--- config.mk ---
export PLATFORM = sky130hd
export DESIGN_NAME = pamux_top
export DESIGN_NICKNAME = d
export VERILOG_FILES = /design/src/verilog/pamux_pkg.sv /design/src/verilog/pamux_irq_select.sv /design/src/verilog/pamux_pin_cell.sv /design/src/verilog/pamux_top.sv
export SDC_FILE = /design/constraint.sdc
export NUM_CORES = 1
export LEC_CHECK = 0
export ABC_CLOCK_PERIOD_IN_PS = 1700
export BUFFER_PORTS_ARGS = -buffer_cell sky130_fd_sc_hd__buf_2
export CAP_MARGIN = 30
export CORE_MARGIN = 4
export CORE_UTILIZATION = 41
export CTS_CLUSTER_DIAMETER = 150
export CTS_CLUSTER_SIZE = 40
export DETAILED_ROUTE_END_ITERATION = 12
export PLACE_DENSITY_LB_ADDON = 0.08
export SYNTH_ARGS = -nofsm -noshare
export SYNTH_HDL_FRONTEND = slang
export SYNTH_SLANG_ARGS = --single-unit
export TNS_END_PERCENT = 50
--- constraint.sdc ---
create_clock -name clk_sys -period 1.7 [get_ports clk_sys]
set_input_delay 0.085 -clock clk_sys [delete_from_list [all_inputs] [get_ports clk_sys]]
set_output_delay 0.085 -clock clk_sys [all_outputs]
set_load 0.005 [all_outputs]
--- src/verilog/pamux_pkg.sv ---
// pamux_pkg: shared constants, encodings and carriers for the port A low pin multiplexer.
// assumes a single system clock with synchronous active-low reset in every user.
package pamux_pkg;

    // number of multiplexed pins and timer channels
    localparam int PAMUX_NPINS = 4;
    localparam int PAMUX_NCHAN = 4;

    // per-pin configuration nibble encodings (general port definition)
    localparam logic [3:0] PAMUX_CFG_ANALOG = 4'h0; // analog, digital buffers off
    localparam logic [3:0] PAMUX_CFG_OUT = 4'h1; // push-pull from port data
    localparam logic [3:0] PAMUX_CFG_IN = 4'h4; // plain input
    localparam logic [3:0] PAMUX_CFG_OUT_OD = 4'h5; // open-drain from port data
    localparam logic [3:0] PAMUX_CFG_ALT_OUT = 4'h9; // push-pull alternate function
    localparam logic [3:0] PAMUX_CFG_ALT_OD = 4'hD; // open-drain alternate function
    localparam logic [15:0] PAMUX_CFG_RST = 16'h4444; // all pins input after reset

    // field positions inside the configuration word, one nibble per pin
    localparam int PAMUX_CFG_PIN0_LSB = 0;
    localparam int PAMUX_CFG_PIN1_LSB = 4;
    localparam int PAMUX_CFG_PIN2_LSB = 8;
    localparam int PAMUX_CFG_PIN3_LSB = 12;

    // remap bit positions for channels one to four
    localparam int PAMUX_REMAP_CH1 = 4;
    localparam int PAMUX_REMAP_CH2 = 5;
    localparam int PAMUX_REMAP_CH3 = 6;
    localparam int PAMUX_REMAP_CH4 = 7;

    // role bit inside the serial two spi configuration, set selects master
    localparam int PAMUX_SPI_MASTER_BIT = 4;

    // idle levels presented to peripheral inputs when not routed
    localparam logic PAMUX_IDLE_DATA = 1'b0;
    localparam logic PAMUX_IDLE_HIGH = 1'b1;

    // interrupt pin select width and number of digital pins it spans
    localparam int PAMUX_IRQ_SELW = 5;
    localparam int PAMUX_IRQ_NPINS = 32;

    // serial controller two operating modes
    typedef enum logic [1:0] {
        PAMUX_SC_OFF,
        PAMUX_SC_UART,
        PAMUX_SC_SPI,
        PAMUX_SC_TWI
    } pamux_sc_mode_t;

    // signals the peripherals want to put on the pins
    typedef struct packed {
        logic [3:0] timer_out; // timer two channels four..one
        logic serial_two_master_out; // spi master data out
        logic serial_two_slave_out; // spi slave data out
        logic serial_two_spi_clock; // spi master clock out
        logic serial_two_twowire_data; // twi data, low pulls pin
        logic serial_two_twowire_clock; // twi clock, low pulls pin
    } pamux_periph_out_t;

    // signals the pins feed back into the peripherals
    typedef struct packed {
        logic [3:0] timer_in; // timer two channels four..one
        logic serial_two_slave_in; // spi slave data in
        logic serial_two_master_in; // spi master data in
        logic serial_two_spi_clock; // spi slave clock in
        logic serial_two_slave_select; // spi slave select, active low
        logic serial_two_twowire_data; // twi data in
        logic serial_two_twowire_clock; // twi clock in
    } pamux_periph_in_t;

endpackage : pamux_pkg

--- src/verilog/pamux_irq_select.sv ---
// pamux_irq_select: routes one selectable external interrupt from any digital pin.
// assumes pin levels are synchronous to clk_sys.
`timescale 1ns/1ps
module pamux_irq_select #(
    parameter int NPINS = 32,
    parameter int SELW = 5
) (
    input wire logic clk_sys,
    input wire logic rst_n,
    input wire logic [NPINS-1:0] pin_levels,
    input wire logic [SELW-1:0] pin_select,
    output logic irq_level
);

    // registered pick; an index past the last pin reads low
    always_ff @(posedge clk_sys) begin
        if (!rst_n) begin
            irq_level <= 1'b0;
        end else if (int'(pin_select) < NPINS) begin
            irq_level <= pin_levels[pin_select];
        end else begin
            irq_level <= 1'b0;
        end
    end

endmodule : pamux_irq_select

--- src/verilog/pamux_pin_cell.sv ---
// pamux_pin_cell: output stage of one multiplexed pin.
// assumes the function choice for the pin is made upstream and arrives as levels.
`timescale 1ns/1ps
module pamux_pin_cell (
    input wire logic clk_sys,
    input wire logic rst_n,
    input wire logic [3:0] cfg,
    input wire logic gpio_out,
    input wire logic alt_valid,
    input wire logic alt_data,
    input wire logic alt_od,
    input wire logic analog_ok,
    input wire logic ana_out,
    input wire logic ana_oe,
    output logic pin_out,
    output logic pin_oe,
    output logic analog_on
);

    // combinational choice of pin drive
    logic next_out; // value to register
    logic next_oe; // enable to register

    // decode the configuration nibble
    always_comb begin
        next_out = 1'b0;
        next_oe = 1'b0;
        case (cfg)
            pamux_pkg::PAMUX_CFG_OUT: begin
                next_out = gpio_out;
                next_oe = 1'b1;
            end
            pamux_pkg::PAMUX_CFG_OUT_OD: begin
                // open drain only ever pulls low
                next_oe = ~gpio_out;
            end
            pamux_pkg::PAMUX_CFG_ALT_OUT: begin
                // open-drain functions are not driven push-pull
                next_out = alt_data;
                next_oe = alt_valid & ~alt_od;
            end
            pamux_pkg::PAMUX_CFG_ALT_OD: begin
                next_oe = alt_valid & ~alt_data;
            end
            pamux_pkg::PAMUX_CFG_ANALOG: begin
                next_out = analog_ok & ana_out;
                next_oe = analog_ok & ana_oe;
            end
            default: begin
                next_oe = 1'b0;
            end
        endcase
    end

    // registered pin drive
    always_ff @(posedge clk_sys) begin
        if (!rst_n) begin
            pin_out <= 1'b0;
            pin_oe <= 1'b0;
            analog_on <= 1'b0;
        end else begin
            pin_out <= next_out;
            pin_oe <= next_oe;
            analog_on <= analog_ok && (cfg == pamux_pkg::PAMUX_CFG_ANALOG);
        end
    end

endmodule : pamux_pin_cell

--- src/verilog/pamux_top.sv ---
// pamux_top: function multiplexer for port A pins zero to three.
// assumes synchronous pin inputs, config words from software held as plain ports.
`timescale 1ns/1ps
module pamux_top #(
    parameter bit HAS_USB = 1'b1,
    parameter int IRQ_NPINS = pamux_pkg::PAMUX_IRQ_NPINS,
    parameter int IRQ_SELW = pamux_pkg::PAMUX_IRQ_SELW
) (
    input wire logic clk_sys,
    input wire logic rst_n,
    // software configuration
    input wire logic [15:0] port_a_low_config,
    input wire logic [7:0] timer_two_remap_bits,
    input wire logic [3:0] timer_two_output_enables,
    input wire logic [7:0] serial_two_spi_config,
    input wire pamux_pkg::pamux_sc_mode_t serial_two_mode_select,
    input wire logic [IRQ_SELW-1:0] ext_interrupt_c_pin_select,
    input wire logic [IRQ_SELW-1:0] ext_interrupt_d_pin_select,
    // port data register
    input wire logic [3:0] port_a_data_out,
    output logic [3:0] port_a_data_in,
    // peripherals
    input wire pamux_pkg::pamux_periph_out_t periph_out,
    output pamux_pkg::pamux_periph_in_t periph_in,
    // usb transceiver
    input wire logic usb_minus_line_out,
    input wire logic usb_minus_line_oe,
    input wire logic usb_plus_line_out,
    input wire logic usb_plus_line_oe,
    output logic usb_minus_line_in,
    output logic usb_plus_line_in,
    output logic usb_minus_connect,
    output logic usb_plus_connect,
    // alternate timer pins on port B
    input wire logic [3:0] port_b_timer_in,
    output logic [3:0] port_b_timer_out,
    output logic [3:0] port_b_timer_oe,
    // other digital pins seen by the interrupt selectors
    input wire logic [IRQ_NPINS-1:0] digital_pin_levels,
    output logic ext_interrupt_c,
    output logic ext_interrupt_d,
    // pads
    input wire logic port_a_pin0_in,
    input wire logic port_a_pin1_in,
    input wire logic port_a_pin2_in,
    input wire logic port_a_pin3_in,
    output logic [3:0] port_a_pin_out,
    output logic [3:0] port_a_pin_oe
);

    // pad inputs gathered
    logic [3:0] pin_in;
    assign pin_in = {port_a_pin3_in, port_a_pin2_in, port_a_pin1_in, port_a_pin0_in};

    // configuration nibbles, one per pin
    logic [3:0] cfg [4];
    assign cfg[0] = port_a_low_config[pamux_pkg::PAMUX_CFG_PIN0_LSB +: 4];
    assign cfg[1] = port_a_low_config[pamux_pkg::PAMUX_CFG_PIN1_LSB +: 4];
    assign cfg[2] = port_a_low_config[pamux_pkg::PAMUX_CFG_PIN2_LSB +: 4];
    assign cfg[3] = port_a_low_config[pamux_pkg::PAMUX_CFG_PIN3_LSB +: 4];

    // remap bit per channel, index 0 is channel one
    logic [3:0] remap;
    assign remap = {timer_two_remap_bits[pamux_pkg::PAMUX_REMAP_CH4],
                    timer_two_remap_bits[pamux_pkg::PAMUX_REMAP_CH3],
                    timer_two_remap_bits[pamux_pkg::PAMUX_REMAP_CH2],
                    timer_two_remap_bits[pamux_pkg::PAMUX_REMAP_CH1]};

    // timer owns its port A pin only when enabled and not remapped
    logic [3:0] tim_on_a;
    assign tim_on_a = ~remap & timer_two_output_enables;

    // serial controller role decode
    logic sc_spi; // spi mode
    logic sc_twi; // two-wire mode
    logic sc_master; // spi master role
    assign sc_spi = (serial_two_mode_select == pamux_pkg::PAMUX_SC_SPI);
    assign sc_twi = (serial_two_mode_select == pamux_pkg::PAMUX_SC_TWI);
    assign sc_master = serial_two_spi_config[pamux_pkg::PAMUX_SPI_MASTER_BIT];

    // alternate function offered to each pin
    logic [3:0] alt_valid;
    logic [3:0] alt_data;
    logic [3:0] alt_od;

    // function priority: timer first, then serial controller
    always_comb begin
        alt_valid = 4'h0;
        alt_data = 4'h0;
        alt_od = 4'h0;
        if (tim_on_a[0]) begin
            alt_valid[0] = 1'b1;
            alt_data[0] = periph_out.timer_out[0];
        end else if (sc_spi && sc_master) begin
            alt_valid[0] = 1'b1;
            alt_data[0] = periph_out.serial_two_master_out;
        end
        if (tim_on_a[2]) begin
            alt_valid[1] = 1'b1;
            alt_data[1] = periph_out.timer_out[2];
        end else if (sc_twi) begin
            alt_valid[1] = 1'b1;
            alt_data[1] = periph_out.serial_two_twowire_data;
            alt_od[1] = 1'b1;
        end else if (sc_spi && !sc_master) begin
            alt_valid[1] = 1'b1;
            alt_data[1] = periph_out.serial_two_slave_out;
        end
        if (tim_on_a[3]) begin
            alt_valid[2] = 1'b1;
            alt_data[2] = periph_out.timer_out[3];
        end else if (sc_twi) begin
            alt_valid[2] = 1'b1;
            alt_data[2] = periph_out.serial_two_twowire_clock;
            alt_od[2] = 1'b1;
        end else if (sc_spi && sc_master) begin
            alt_valid[2] = 1'b1;
            alt_data[2] = periph_out.serial_two_spi_clock;
        end
        if (tim_on_a[1]) begin
            alt_valid[3] = 1'b1;
            alt_data[3] = periph_out.timer_out[1];
        end
    end

    // analog side signals; only pins 0 and 1 carry usb
    logic [3:0] ana_ok;
    logic [3:0] ana_out;
    logic [3:0] ana_oe;
    logic [3:0] ana_on;
    assign ana_ok = {2'b00, HAS_USB, HAS_USB};
    assign ana_out = {2'b00, usb_plus_line_out, usb_minus_line_out};
    assign ana_oe = {2'b00, usb_plus_line_oe, usb_minus_line_oe};

    // pin drive from port data, alternate or analog path
    // one cell per pin; port data drives the pin only under the two port output nibbles
    for (genvar p = 0; p < pamux_pkg::PAMUX_NPINS; p++) begin : g_pin
        pamux_pin_cell u_cell (
            .clk_sys(clk_sys),
            .rst_n(rst_n),
            .cfg(cfg[p]),
            .gpio_out(port_a_data_out[p]),
            .alt_valid(alt_valid[p]),
            .alt_data(alt_data[p]),
            .alt_od(alt_od[p]),
            .analog_ok(ana_ok[p]),
            .ana_out(ana_out[p]),
            .ana_oe(ana_oe[p]),
            .pin_out(port_a_pin_out[p]),
            .pin_oe(port_a_pin_oe[p]),
            .analog_on(ana_on[p])
        );
    end

    assign usb_minus_connect = ana_on[0];
    assign usb_plus_connect = ana_on[1];

    // port input sampling
    // analog pins read low since the digital buffer is off
    always_ff @(posedge clk_sys) begin
        if (!rst_n) begin
            port_a_data_in <= 4'h0;
            usb_minus_line_in <= 1'b0;
            usb_plus_line_in <= 1'b0;
        end else begin
            for (int p = 0; p < pamux_pkg::PAMUX_NPINS; p++) begin
                port_a_data_in[p] <= (cfg[p] == pamux_pkg::PAMUX_CFG_ANALOG) ? 1'b0 : pin_in[p];
            end
            usb_minus_line_in <= HAS_USB & pin_in[0];
            usb_plus_line_in <= HAS_USB & pin_in[1];
        end
    end

    // timer channel inputs in channel order
    logic [3:0] tim_pin_a;
    assign tim_pin_a = {pin_in[2], pin_in[1], pin_in[3], pin_in[0]};

    // peripheral input routing, registered
    always_ff @(posedge clk_sys) begin
        if (!rst_n) begin
            periph_in.timer_in <= 4'h0;
            periph_in.serial_two_slave_in <= pamux_pkg::PAMUX_IDLE_DATA;
            periph_in.serial_two_master_in <= pamux_pkg::PAMUX_IDLE_DATA;
            periph_in.serial_two_spi_clock <= pamux_pkg::PAMUX_IDLE_DATA;
            periph_in.serial_two_slave_select <= pamux_pkg::PAMUX_IDLE_HIGH;
            periph_in.serial_two_twowire_data <= pamux_pkg::PAMUX_IDLE_HIGH;
            periph_in.serial_two_twowire_clock <= pamux_pkg::PAMUX_IDLE_HIGH;
        end else begin
            periph_in.timer_in <= (remap & port_b_timer_in) | (~remap & tim_pin_a);
            periph_in.serial_two_slave_in <= (sc_spi && !sc_master) ? pin_in[0] : pamux_pkg::PAMUX_IDLE_DATA;
            periph_in.serial_two_master_in <= (sc_spi && sc_master) ? pin_in[1] : pamux_pkg::PAMUX_IDLE_DATA;
            periph_in.serial_two_spi_clock <= (sc_spi && !sc_master) ? pin_in[2] : pamux_pkg::PAMUX_IDLE_DATA;
            periph_in.serial_two_slave_select <= (sc_spi && !sc_master) ? pin_in[3]
                                                                          : pamux_pkg::PAMUX_IDLE_HIGH;
            periph_in.serial_two_twowire_data <= sc_twi ? pin_in[1] : pamux_pkg::PAMUX_IDLE_HIGH;
            periph_in.serial_two_twowire_clock <= sc_twi ? pin_in[2] : pamux_pkg::PAMUX_IDLE_HIGH;
        end
    end

    // port B timer outputs for remapped, enabled channels
    always_ff @(posedge clk_sys) begin
        if (!rst_n) begin
            port_b_timer_out <= 4'h0;
            port_b_timer_oe <= 4'h0;
        end else begin
            port_b_timer_out <= remap & periph_out.timer_out;
            port_b_timer_oe <= remap & timer_two_output_enables;
        end
    end

    // full digital pin set for interrupt selection; low four are this block's
    logic [IRQ_NPINS-1:0] irq_levels;
    assign irq_levels = {digital_pin_levels[IRQ_NPINS-1:4], pin_in};

    pamux_irq_select #(.NPINS(IRQ_NPINS), .SELW(IRQ_SELW)) u_irq_c (
        .clk_sys(clk_sys),
        .rst_n(rst_n),
        .pin_levels(irq_levels),
        .pin_select(ext_interrupt_c_pin_select),
        .irq_level(ext_interrupt_c)
    );

    pamux_irq_select #(.NPINS(IRQ_NPINS), .SELW(IRQ_SELW)) u_irq_d (
        .clk_sys(clk_sys),
        .rst_n(rst_n),
        .pin_levels(irq_levels),
        .pin_select(ext_interrupt_d_pin_select),
        .irq_level(ext_interrupt_d)
    );

    // checks on the registered pin behaviour
    property p_tim1_pin0;
        @(posedge clk_sys) disable iff (!rst_n)
        (rst_n && tim_on_a[0] && cfg[0] == pamux_pkg::PAMUX_CFG_ALT_OUT)
            |=> (port_a_pin_oe[0] && port_a_pin_out[0] == $past(periph_out.timer_out[0]));
    endproperty
    a_tim1_pin0: assert property (p_tim1_pin0) else $error("pin0 not carrying timer ch1");

    property p_mosi_pin0;
        @(posedge clk_sys) disable iff (!rst_n)
        (rst_n && !tim_on_a[0] && sc_spi && sc_master && cfg[0] == pamux_pkg::PAMUX_CFG_ALT_OUT)
            |=> (port_a_pin_out[0] == $past(periph_out.serial_two_master_out));
    endproperty
    a_mosi_pin0: assert property (p_mosi_pin0) else $error("pin0 not carrying spi master out");

    property p_slave_in;
        @(posedge clk_sys) disable iff (!rst_n)
        (rst_n && sc_spi && !sc_master) ##1 (sc_spi && !sc_master)
            |-> periph_in.serial_two_slave_in == $past(port_a_pin0_in);
    endproperty
    a_slave_in: assert property (p_slave_in) else $error("spi slave data in not from pin0");

    property p_usb_minus;
        @(posedge clk_sys) disable iff (!rst_n)
        (rst_n && cfg[0] == pamux_pkg::PAMUX_CFG_ANALOG) |=> (usb_minus_connect == HAS_USB);
    endproperty
    a_usb_minus: assert property (p_usb_minus) else $error("usb minus not connected");

    property p_sda_od;
        @(posedge clk_sys) disable iff (!rst_n)
        (rst_n && !tim_on_a[2] && sc_twi && cfg[1] == pamux_pkg::PAMUX_CFG_ALT_OD)
            |=> (port_a_pin_oe[1] == !$past(periph_out.serial_two_twowire_data)) && !port_a_pin_out[1];
    endproperty
    a_sda_od: assert property (p_sda_od) else $error("pin1 twi data not open drain");

    property p_sclk_pin2;
        @(posedge clk_sys) disable iff (!rst_n)
        (rst_n && !tim_on_a[3] && sc_spi && sc_master && cfg[2] == pamux_pkg::PAMUX_CFG_ALT_OUT)
            |=> (port_a_pin_oe[2] && port_a_pin_out[2] == $past(periph_out.serial_two_spi_clock));
    endproperty
    a_sclk_pin2: assert property (p_sclk_pin2) else $error("pin2 not carrying spi clock");

    property p_tim_in; // sampled rst_n skips the release edge where flops still reset
        @(posedge clk_sys) disable iff (!rst_n)
        rst_n && !remap[1] |=> periph_in.timer_in[1] == $past(port_a_pin3_in);
    endproperty
    a_tim_in: assert property (p_tim_in) else $error("timer ch2 input not from pin3");

    property p_remap_out;
        @(posedge clk_sys) disable iff (!rst_n)
        rst_n && remap[0] |=> (port_b_timer_oe[0] == $past(timer_two_output_enables[0])) && !port_a_pin_oe[0]
            || $past(cfg[0]) != pamux_pkg::PAMUX_CFG_ALT_OUT || $past(sc_spi && sc_master);
    endproperty
    a_remap_out: assert property (p_remap_out) else $error("remapped channel still on port A");

    property p_gpio;
        @(posedge clk_sys) disable iff (!rst_n)
        (cfg[3] == pamux_pkg::PAMUX_CFG_OUT) |=> (port_a_pin_oe[3] && port_a_pin_out[3] == $past(port_a_data_out[3]));
    endproperty
    a_gpio: assert property (p_gpio) else $error("pin3 not following port data");

    c_twi: cover property (@(posedge clk_sys) disable iff (!rst_n) sc_twi && !port_a_pin_oe[1] ##1 port_a_pin_oe[1]);
    c_usb: cover property (@(posedge clk_sys) disable iff (!rst_n) usb_minus_connect && usb_plus_connect);
    c_remap: cover property (@(posedge clk_sys) disable iff (!rst_n) port_b_timer_oe[2]);

endmodule : pamux_top
==> out/qor.csv, run 1 <==
stage;metric;value;unit
outcome;outcome;finished clean;
cts;cts_setup_buffers;0;
cts;clockRootBuffer;clkbuf_8;
global_route;met1_usage;20.63;%
logic_synthesis;ys_ff_latch;36;
critical_path;crit_type;in2reg;
cts;hold_buffers;0;
logic_synthesis;syn-num-nets;303;
global_route;grt_max_degree;14;
finish;fill_cells;455;
die;dieHeight;78.21;um
finish;area_growth;37.46;%
global_route;grt_overflow;0;
finish;nNetsFinal;424;
timing;fmax;0.7613;GHz
logic_synthesis;yosysWarnings;0;
drt;via_per_inst;4.945;
critical_path;cp.required;1.88;ns
placement;dp_slack;0.08839;ns
die;die_w;78.21;um
timing;setup_slack;0.3865;ns
drt;ant_nets;0;
logic_synthesis;syn_avg_cell_area;10.31;um2
die;fp-row-count;25;
logic_synthesis;async_flop_share;0;%
critical_path;arrival;1.49;ns
global_route;use_met3;5.275;%
timing;setup_viol;0;
run;drv_cap;0;
finish;layout-drive-gt1-share;48.43;%
drt;drt-total-wl;5.228;mm
timing;period_share;77.27;%
timing;max-slew-margin-rel;80.26;%
drt;vias;1904;
timing;rsz0062_at_grt;false;
cts;cts_resized;0;
placement;port_buffers;127;
hold_path;hold_class;in2reg;
critical_path;critPathLaunchType;input port;
cts;clock-sinks;36;
drt;drc_errors;0;
critical_path;worstSetupEndpointType;flip-flop;
placement;hpwl;4.370;mm
drt;dr.pass1.iters;4;
logic_synthesis;synth_most_common_cell;dfxtp_1;
die;initial_core_util;42.50;%
timing;finalMaxSlewViolations;0;
cts;cts-buffers-inserted;5;
logic_synthesis;synth_top_area_share;35.67;%
placement;place_inst;377;
global_route;grtUsageTotal;16.75;%
timing;hold_ws;0.02701;ns
logic_synthesis;synth_area;2021;um2
logic_synthesis;synth_cell_types;45;
timing;post-route-min-period;1.314;ns
die;dieArea;6116;um2
logic_synthesis;synth_area_leader_cell;dfxtp_1;
logic_synthesis;synth_cells;196;
finish;final_cells;385;
global_route;grt_pass1_wl;8.190;mm
die;coreArea;4755;um2
cts;clk_path_buf_depth;2;
critical_path;setup.worst_path.end;u_irq_c.irq_level;
cts;path_clk_slew;0.07;ns
cts;htree_levels;2;
power_and_ir_drop;ir_worst_vdd;0.3347;mV
logic_synthesis;synthTopCellsByCount;36 x dfxtp_1, 12 x nand2_1, 10 x and3_1, 10 x nor2_1, 10 x nor2b_1;
global_route;grt_pass1_vias;1822;
cts;cts_tree;yes;
drt;wire_per_inst;13.58;um
die;ios;143;
finish;antenna-diode-count;0;
critical_path;startpoint;ext_interrupt_c_pin_select[1];
logic_synthesis;synth_ff_type;dfxtp_1;
logic_synthesis;synth_enable_flop_cells;0;
power_and_ir_drop;total_power;2.115;mW
global_route;antenna_found_initial;0;
timing;tightest_slew;0.2934;ns
logic_synthesis;synthTopCellsByArea;dfxtp_1 36%, mux4_2 8.9%, mux4_1 7.8%, mux2i_1 4.5%, buf_4 3.3%;
power_and_ir_drop;p_leak;1.382;nW
drt;drt_first_iter_violations;40;
global_route;grt-busiest-layer;met2;
power_and_ir_drop;power_density;761.3;nW/um2
timing;hold_viol_final;0;
logic_synthesis;yosysSeqAreaShare;35.67;%
placement;place_congestion;0.7888;
timing;tns;0;ns
global_route;grt_use_met2;27.91;%
critical_path;critical_path_peak_fanout;7;
## where the power goes
part | internal [mW] | total, mW | switching, mW
clock network | 0.517 | 0.816 | 0.299
registers | 0.879 | 0.887 | 0.00809
logic | 0.229 | 0.412 | 0.183
## logic make-up (layout without fill, tap and decap cells)
kind of cell | Yosys count | count (layout) | share of synthesized area [%]
flip-flops | 36 | 36 | 35.67
multiplexers | 28 | 28 | 23.96
AND/OR/NAND/NOR | 75 | 75 | 21.42
AO/OA/AOI/OAI | 34 | 34 | 12.14
buffers and inverters | 23 | 145 | 6.811
## layout by cell type (no fill, tap or decap), types with 8 or more instances in the layout
cell type,synthesis,final
a21oi_1,9,9
mux2i_1,9,9
and3_1,10,10
dfxtp_1,36,36
nor2b_1,10,10
buf_2,2,127
nand2_1,12,12
nand2b_1,8,8
nor2_1,10,10
mux4_2,8,8
## worst max-delay path: stages
cell and delay [ns]:
buf_2 0.19, mux4_2 0.52, nor2b_4 0.14, a2111oi_2 0.33, and4b_1 0.23
## worst min-delay path by stage
stage / endpoint / from / slack [ns] / depth (start not counted)
after floorplan: g_pin[0].u_cell.analog_on / port_a_low_config[0] / 0.16 / 1
after global placement: port_a_data_in[2] / port_a_low_config[9] / 0.32 / 3
after detailed placement: g_pin[3].u_cell.pin_out / port_a_low_config[14] / 0.32 / 2
after CTS: g_pin[3].u_cell.pin_out / port_a_low_config[14] / 0.01 / 2
after global routing: g_pin[3].u_cell.pin_out / port_a_low_config[14] / 0.02 / 2
final: g_pin[1].u_cell.analog_on / port_a_low_config[7] / 0.03 / 2
## area by class of cell
class                           count  area [um2]  area share (%)
Multi-Input combinational cell    137        1162           41.85
Inverter                            7       26.28          0.9459
Timing Repair Buffer              130       658.1           23.69
Sequential cell                    36       720.7           25.95
Clock inverter                      1       30.03           1.081
Tap cell                           67       83.83           3.018
Clock buffer                        7       96.34           3.468
## registers in the layout, summed over array words and instances, names as in the netlist
name	count
periph_in	10
g_pin.u_cell.pin_oe	4
g_pin.u_cell.pin_out	4
port_a_data_in	4
port_b_timer_oe	4
port_b_timer_out	4
g_pin.u_cell.analog_on	2
u_irq_c.irq_level	1
u_irq_d.irq_level	1
usb_minus_line_in	1
usb_plus_line_in	1
## routing by layer
layer  share of wire [%]  routed length, um
met3                 9.2                481
met1                  44               2298
met2                  45               2373
met4                 1.4                 75
met5                   0                  0
## metrics by stage
stage | cell area [um2] | util, %
floorplan | 2021 | -
global placement | 2651 | 55.76
detailed placement | 2651 | 55.76
CTS | 2778 | 58.42
global route | 2778 | 58.42
finish | 2778 | 58.42
No activity file was read; power rests on OpenSTA's default activity.
==> run 2: changes to the inputs <==
--- a/config.mk
+++ b/config.mk
@@ -5,11 +5,12 @@
 export SDC_FILE = /design/constraint.sdc
 export NUM_CORES = 1
 export LEC_CHECK = 0
-export ABC_CLOCK_PERIOD_IN_PS = 1700
+export ABC_AREA = 1
+export ABC_CLOCK_PERIOD_IN_PS = 1300
 export BUFFER_PORTS_ARGS = -buffer_cell sky130_fd_sc_hd__buf_2
 export CAP_MARGIN = 30
 export CORE_MARGIN = 4
-export CORE_UTILIZATION = 41
+export CORE_UTILIZATION = 43
 export CTS_CLUSTER_DIAMETER = 150
 export CTS_CLUSTER_SIZE = 40
 export DETAILED_ROUTE_END_ITERATION = 12
==> constraint.sdc (replaced) <==
create_clock -name clk_sys -period 1.3 [get_ports clk_sys]
set_input_delay 0.065 -clock clk_sys [delete_from_list [all_inputs] [get_ports clk_sys]]
set_output_delay 0.065 -clock clk_sys [all_outputs]
set_load 0.005 [all_outputs]
==> run 2 against run 1 <==
Effect of this change:
- synthesized cell count is 81% higher
- critical path depth grew 2
- critical endpoint is now g_pin[0].u_cell.pin_out
- first-iteration DRC count rose by 98%
- via count rose by 35%
- largest cell class unchanged
- sequential share of layout area down 1.7 points
- global-route usage rose by 2.9 points
- non-clock buffer count up 5
- critical path type unchanged
- area after synthesis increased by 8.9%
- sequential power grew 31%
- highest routed layer unchanged
- setup slack worse by 0.15 ns
==> out/qor.csv, run 2 <==
stage;metric;value;unit
outcome;outcome;finished clean;
power_and_ir_drop;p_leak;1.709;nW
logic_synthesis;yosysSeqAreaShare;32.75;%
hold_path;hold_class;in2reg;
finish;largest-register;periph_in;
critical_path;cp.required;1.52;ns
die;dieHeight;79.54;um
cts;clk_path_buf_depth;2;
logic_synthesis;synthTopCellsByArea;dfxtp_1 33%, nand2_1 19%, nand3_1 12%, nor2_1 7.2%, inv_1 7.0%;
global_route;grt-busiest-layer;met2;
logic_synthesis;synth_cell_types;22;
logic_synthesis;synth_compound_area_share;7.618;%
logic_synthesis;synthTopCellsByCount;114 x nand2_1, 51 x nand3_1, 42 x nor2_1;
timing;tns;0;ns
logic_synthesis;yosysWarnings;0;
finish;mostFrequentLayoutCell;buf_2;
logic_synthesis;syn_avg_cell_area;6.217;um2
finish;finalCoreUtilization;61.19;%
critical_path;arrival;1.28;ns
logic_synthesis;synth_cells;354;
logic_synthesis;synth_xor_area_share;0;%
finish;nNetsFinal;585;
critical_path;cp_cell_sequence;dlygate4sd3_1, buf_2, nand2_1, nand2_1, o22ai_1, nand4_1, a21oi_1;
timing;max-slew-margin-rel;74.57;%
placement;port_buffers;127;
cts;cts_tree;yes;
timing;hold_ws;0.01045;ns
placement;place_congestion;0.9018;
logic_synthesis;ys_ff_latch;36;
critical_path;path_delay_family;buffers and inverters;
critical_path;cp.buffers_inverters;2;
timing;setup_slack;0.2319;ns
finish;layout_common_cells;127 x buf_2, 114 x nand2_1, 51 x nand3_1;
critical_path;worstSetupEndpointType;flip-flop;
drt;dr.pass1.iters;4;
logic_synthesis;synth_area;2201;um2
finish;area_growth;34.79;%
global_route;use_met3;4.628;%
cts;cts-buffers-inserted;5;
finish;antenna-diode-count;0;
logic_synthesis;synth_enable_flop_cells;0;
drt;drt-total-wl;6.399;mm
logic_synthesis;yosys.area_share.simple;42.75;%
critical_path;critical_path_peak_fanout;3;
global_route;grt_pass1_wl;9.970;mm
cts;htree_levels;2;
logic_synthesis;synth_area_leader_cell;dfxtp_1;
drt;drt_first_iter_violations;79;
critical_path;critPathLaunchType;input port;
cts;cts_setup_buffers;0;
finish;layout-drive-gt1-share;30.90;%
finish;largest_register_ffs;10;
global_route;grt_overflow;0;
global_route;grt_pass1_vias;2262;
logic_synthesis;synth_ff_type;dfxtp_1;
logic_synthesis;synth_most_common_cell;nand2_1;
timing;setup_viol;0;
die;coreArea;4848;um2
die;initial_core_util;45.39;%
timing;post-route-min-period;1.068;ns
logic_synthesis;yosys.area_share.adder;0;%
timing;tightest_slew;0.3814;ns
timing;hold_viol_final;0;
drt;vias;2568;
die;fp-row-count;25;
timing;period_share;82.16;%
drt;drc_errors;0;
global_route;grtUsageTotal;19.67;%
logic_synthesis;synth_mux_area_share;1.023;%
critical_path;max_stage_delay;0.54;ns
drt;via_per_inst;4.703;
critical_path;crit_top_cell;nand2_1;
run;drv_cap;0;
timing;fmax;0.9363;GHz
die;die_w;79.54;um
logic_synthesis;async_flop_share;0;%
logic_synthesis;synth_top_family_by_area;simple AND/OR/NAND/NOR gates;
power_and_ir_drop;ir_worst_vdd;0.4067;mV
cts;cts_resized;0;
critical_path;critical_path.slowest_cell;dlygate4sd3_1;
drt;ant_nets;0;
logic_synthesis;synth_top_area_share;32.75;%
global_route;grt_use_met2;34.06;%
cts;hold_buffers;5;
logic_synthesis;syn-num-nets;461;
global_route;grt_max_degree;18;
cts;clock-sinks;36;
global_route;antenna_found_initial;0;
placement;dp_slack;0.1573;ns
die;ios;143;
global_route;met1_usage;24.53;%
placement;hpwl;5.164;mm
power_and_ir_drop;total_power;2.827;mW
die;dieArea;6327;um2
power_and_ir_drop;power_density;953.1;nW/um2
drt;wire_per_inst;11.72;um
critical_path;crit_type;in2reg;
cts;clockRootBuffer;clkbuf_8;
timing;finalMaxSlewViolations;0;
cts;path_clk_slew;0.07;ns
timing;rsz0062_at_grt;false;
[run 2: layer usage]
layer / vias up / share of wire (%)
li1: 1369 / -
met1: 1082 / 43
met2: 111 / 47
met3: 6 / 8.9
met4: 0 / 0.80
met5: - / 0
[run 2: worst paths after layout]
path | startpoint | end | cells after the start
worst max-delay path | timer_two_output_enables[0] | g_pin[0].u_cell.pin_out | 7
worst min-delay path | port_a_low_config[0] | g_pin[0].u_cell.analog_on | 2
[run 2: logic make-up after synthesis]
family / Yosys count
multiplexers: 2
AND/OR/NAND/NOR: 223
flip-flops: 36
buffers and inverters: 63
AO/OA/AOI/OAI: 30
[run 2: report_power, final]
part	switching [mW]	internal [mW]	total, mW
combinational	0.340	0.272	0.611
sequential	0.00957	1.15	1.16
clock	0.380	0.677	1.06
[run 2: final cells by class]
type / instances / area, um2
multi-input combinational: 255 / 1131
timing repair buffer: 135 / 720.7
fill: 490 / 1882
tap: 67 / 83.83
sequential: 36 / 720.7
clock buffer: 7 / 96.34
clock inverter: 1 / 30.03
inverter: 45 / 183.9
[run 2: stage by stage]
step	area, um2	instances
final	2967	546
after global routing	2967	546
after CTS	2967	546
after detailed placement	2790	533
after global placement	2790	533
after floorplan	2201	354
==> run 3: changes to the inputs <==
--- a/config.mk
+++ b/config.mk
@@ -5,12 +5,12 @@
 export SDC_FILE = /design/constraint.sdc
 export NUM_CORES = 1
 export LEC_CHECK = 0
-export ABC_AREA = 1
-export ABC_CLOCK_PERIOD_IN_PS = 1300
+export ABC_AREA = 0
+export ABC_CLOCK_PERIOD_IN_PS = 1120
 export BUFFER_PORTS_ARGS = -buffer_cell sky130_fd_sc_hd__buf_2
 export CAP_MARGIN = 30
 export CORE_MARGIN = 4
-export CORE_UTILIZATION = 43
+export CORE_UTILIZATION = 41
 export CTS_CLUSTER_DIAMETER = 150
 export CTS_CLUSTER_SIZE = 40
 export DETAILED_ROUTE_END_ITERATION = 12
==> constraint.sdc (replaced) <==
create_clock -name clk_sys -period 1.12 [get_ports clk_sys]
set_input_delay 0.056 -clock clk_sys [delete_from_list [all_inputs] [get_ports clk_sys]]
set_output_delay 0.056 -clock clk_sys [all_outputs]
set_load 0.005 [all_outputs]
==> run 3 against run 2 <==
Effect of this change:
- via count down 22%
- critical path depth down 3
- routed wire length down 10%
- hold slack better by 0.0043 ns
- combinational power up 16%
- total power up 7.1%
- core utilization up 0.44 points
- setup slack worse by 0.19 ns
- clock power down 8%
- sequential share of layout area up 0.30 points
- sequential power up 16%
- global-route usage down 1.2 points
- critical endpoint is now u_irq_c.irq_level
- largest power group unchanged
==> out/qor.csv, run 3 (same netlist as run 1, synthesis figures left out) <==
stage;metric;value;unit
timing;hold_viol_final;0;
timing;period_share;96.32;%
die;fp-row-count;25;
critical_path;critical_path.slowest_cell;mux4_2;
drt;vias;2011;
die;initial_core_util;42.50;%
finish;area_growth;45.02;%
finish;layout-drive-gt1-share;50.75;%
finish;final_cell_area;2930;um2
outcome;outcome;finished clean;
global_route;grt_pass1_vias;2011;
finish;largest_register_ffs;10;
drt;wire_per_inst;14.28;um
finish;antenna-diode-count;0;
die;dieHeight;78.21;um
critical_path;max_stage_delay;0.50;ns
critical_path;critical_path_peak_fanout;2;
power_and_ir_drop;internal_power;2.284;mW
global_route;met1_usage;24.41;%
timing;post-route-min-period;1.079;ns
finish;final_cells;402;
finish;multiInputGateArea;1171;um2
cts;clock-sinks;36;
global_route;antenna_found_initial;0;
finish;largest-register;periph_in;
cts;cts-buffers-inserted;5;
cts;htree_levels;2;
finish;nNetsFinal;442;
finish;mostFrequentLayoutCell;buf_2;
die;ios;143;
placement;hpwl;4.892;mm
global_route;grt_pass1_wl;8.990;mm
drt;drt-total-wl;5.740;mm
power_and_ir_drop;total_power;3.028;mW
placement;place_area;2780;um2
timing;max-slew-margin-rel;77.10;%
drt;ant_nets;0;
critical_path;cp.required;1.29;ns
placement;place_inst;393;
die;dieArea;6116;um2
power_and_ir_drop;p_switching;743.5;uW
timing;setup_viol;0;
power_and_ir_drop;p_leak;1.461;nW
cts;clk_path_buf_depth;2;
global_route;grt_overflow;0;
placement;port_buffers;127;
cts;clockRootBuffer;clkbuf_8;
critical_path;worstSetupEndpointType;flip-flop;
run;drv_cap;0;
power_and_ir_drop;power_frac_comb;23.3;%
timing;fmax;0.9269;GHz
drt;drt_first_iter_violations;65;
finish;fill_cells;443;
placement;place_congestion;0.9453;
global_route;use_met3;4.931;%
critical_path;critPathLaunchType;input port;
timing;finalMaxSlewViolations;0;
critical_path;crit_type;in2reg;
timing;rsz0062_at_grt;true;
power_and_ir_drop;ir_worst_vdd;0.5209;mV
cts;cts_setup_buffers;0;
die;coreArea;4755;um2
global_route;grt-busiest-layer;met2;
global_route;grt_use_met2;29.20;%
hold_path;hold_class;in2reg;
global_route;grtUsageTotal;18.43;%
finish;layout_common_cells;123 x buf_2, 36 x dfxtp_1, 20 x buf_4;
power_and_ir_drop;switching_share;24.56;%
power_and_ir_drop;power_frac_clock;32.1;%
drt;via_per_inst;5.002;
critical_path;cp_cell_sequence;buf_4, mux4_2, a2111oi_4, and4b_1;
cts;path_clk_slew;0.07;ns
global_route;grt_max_degree;16;
power_and_ir_drop;power_density;1033;nW/um2
power_and_ir_drop;seq_power_share;44.5;%
finish;register_area;720.7;um2
cts;cts_tree;yes;
critical_path;arrival;1.25;ns
die;die_w;78.21;um
timing;tightest_slew;0.3404;ns
drt;drc_errors;0;
drt;dr.pass1.iters;4;
## run 3: changes by cell type in the layout (fill, tap and decap cells not counted), moves of 6 or more
cell      before  now
buf_4          2   20
mux2i_1        0    9
nand3_1       51    2
inv_1         41    7
nand2b_1       0    8
and3_1         0   10
nand2_1      114   12
mux4_2         0    9
o21ai_1        6    0
nor2_1        42   10
nor2b_1        0   10
nand3b_1       0    6
## run 3: layout make-up
class,count,area share (%)
Tap cell,67,2.861
Inverter,7,0.8967
Clock buffer,7,3.288
Multi-Input combinational cell,137,39.97
Sequential cell,36,24.59
Timing Repair Buffer,148,28.39
## run 3: worst max-delay path: cells and delay by family
| kind | cells | cell delay, ns |
|---|---|---|
| buf+inv | 1 | 0.13 |
| mux | 1 | 0.50 |
| simple gates | 1 | 0.22 |
| compound gates | 1 | 0.35 |
## run 3: per-stage QoR
step	util (%)	setup TNS (ns)	worst slack, ns	hold WS (ns)
5_1_grt	61.63	-0.0009721	-0.0009721	0.002944
4_1_cts	60.97	0	0.04361	0.0007126
3_5_place_dp	58.47	-0.5900	-0.3108	0.2939
6_report	61.63	0	0.04118	0.01470
2_1_floorplan	-	-0.3561	-0.1927	0.1324
3_3_place_gp	58.47	-0.5202	-0.3042	0.2896
## run 3: timing repair
item | CTS | global route
gates resized for setup | 1 | 7
setup endpoints to repair | 1 | 1
hold endpoints to repair | 2 | 0
cloned | 0 | 0
hold buffers | 2 | 0
pin swaps | 1 | 1
## run 3: worst paths after layout
kind           endpoint                   from  cells past startpoint  slack, ns
min   port_a_data_in[3]  port_a_low_config[13]                      3       0.01
max   u_irq_c.irq_level  digital_pin_levels[6]                      4       0.04
## run 3: power groups by stage
stage          sequential (mW)  clock (mW)  combinational [mW]
6_report                  1.35       0.973               0.706
5_1_grt                   1.35        1.09               0.774
4_1_cts                   1.35        1.00               0.697
3_5_place_dp              1.38           0               0.688
3_3_place_gp              1.38           0               0.679
2_1_floorplan             1.38           0               0.331
## run 3: routing by layer
layer / vias up / wire [um]
li1: 1012 / -
met1: 903 / 2529
met2: 88 / 2656
met3: 8 / 477
met4: 0 / 76
met5: - / 0
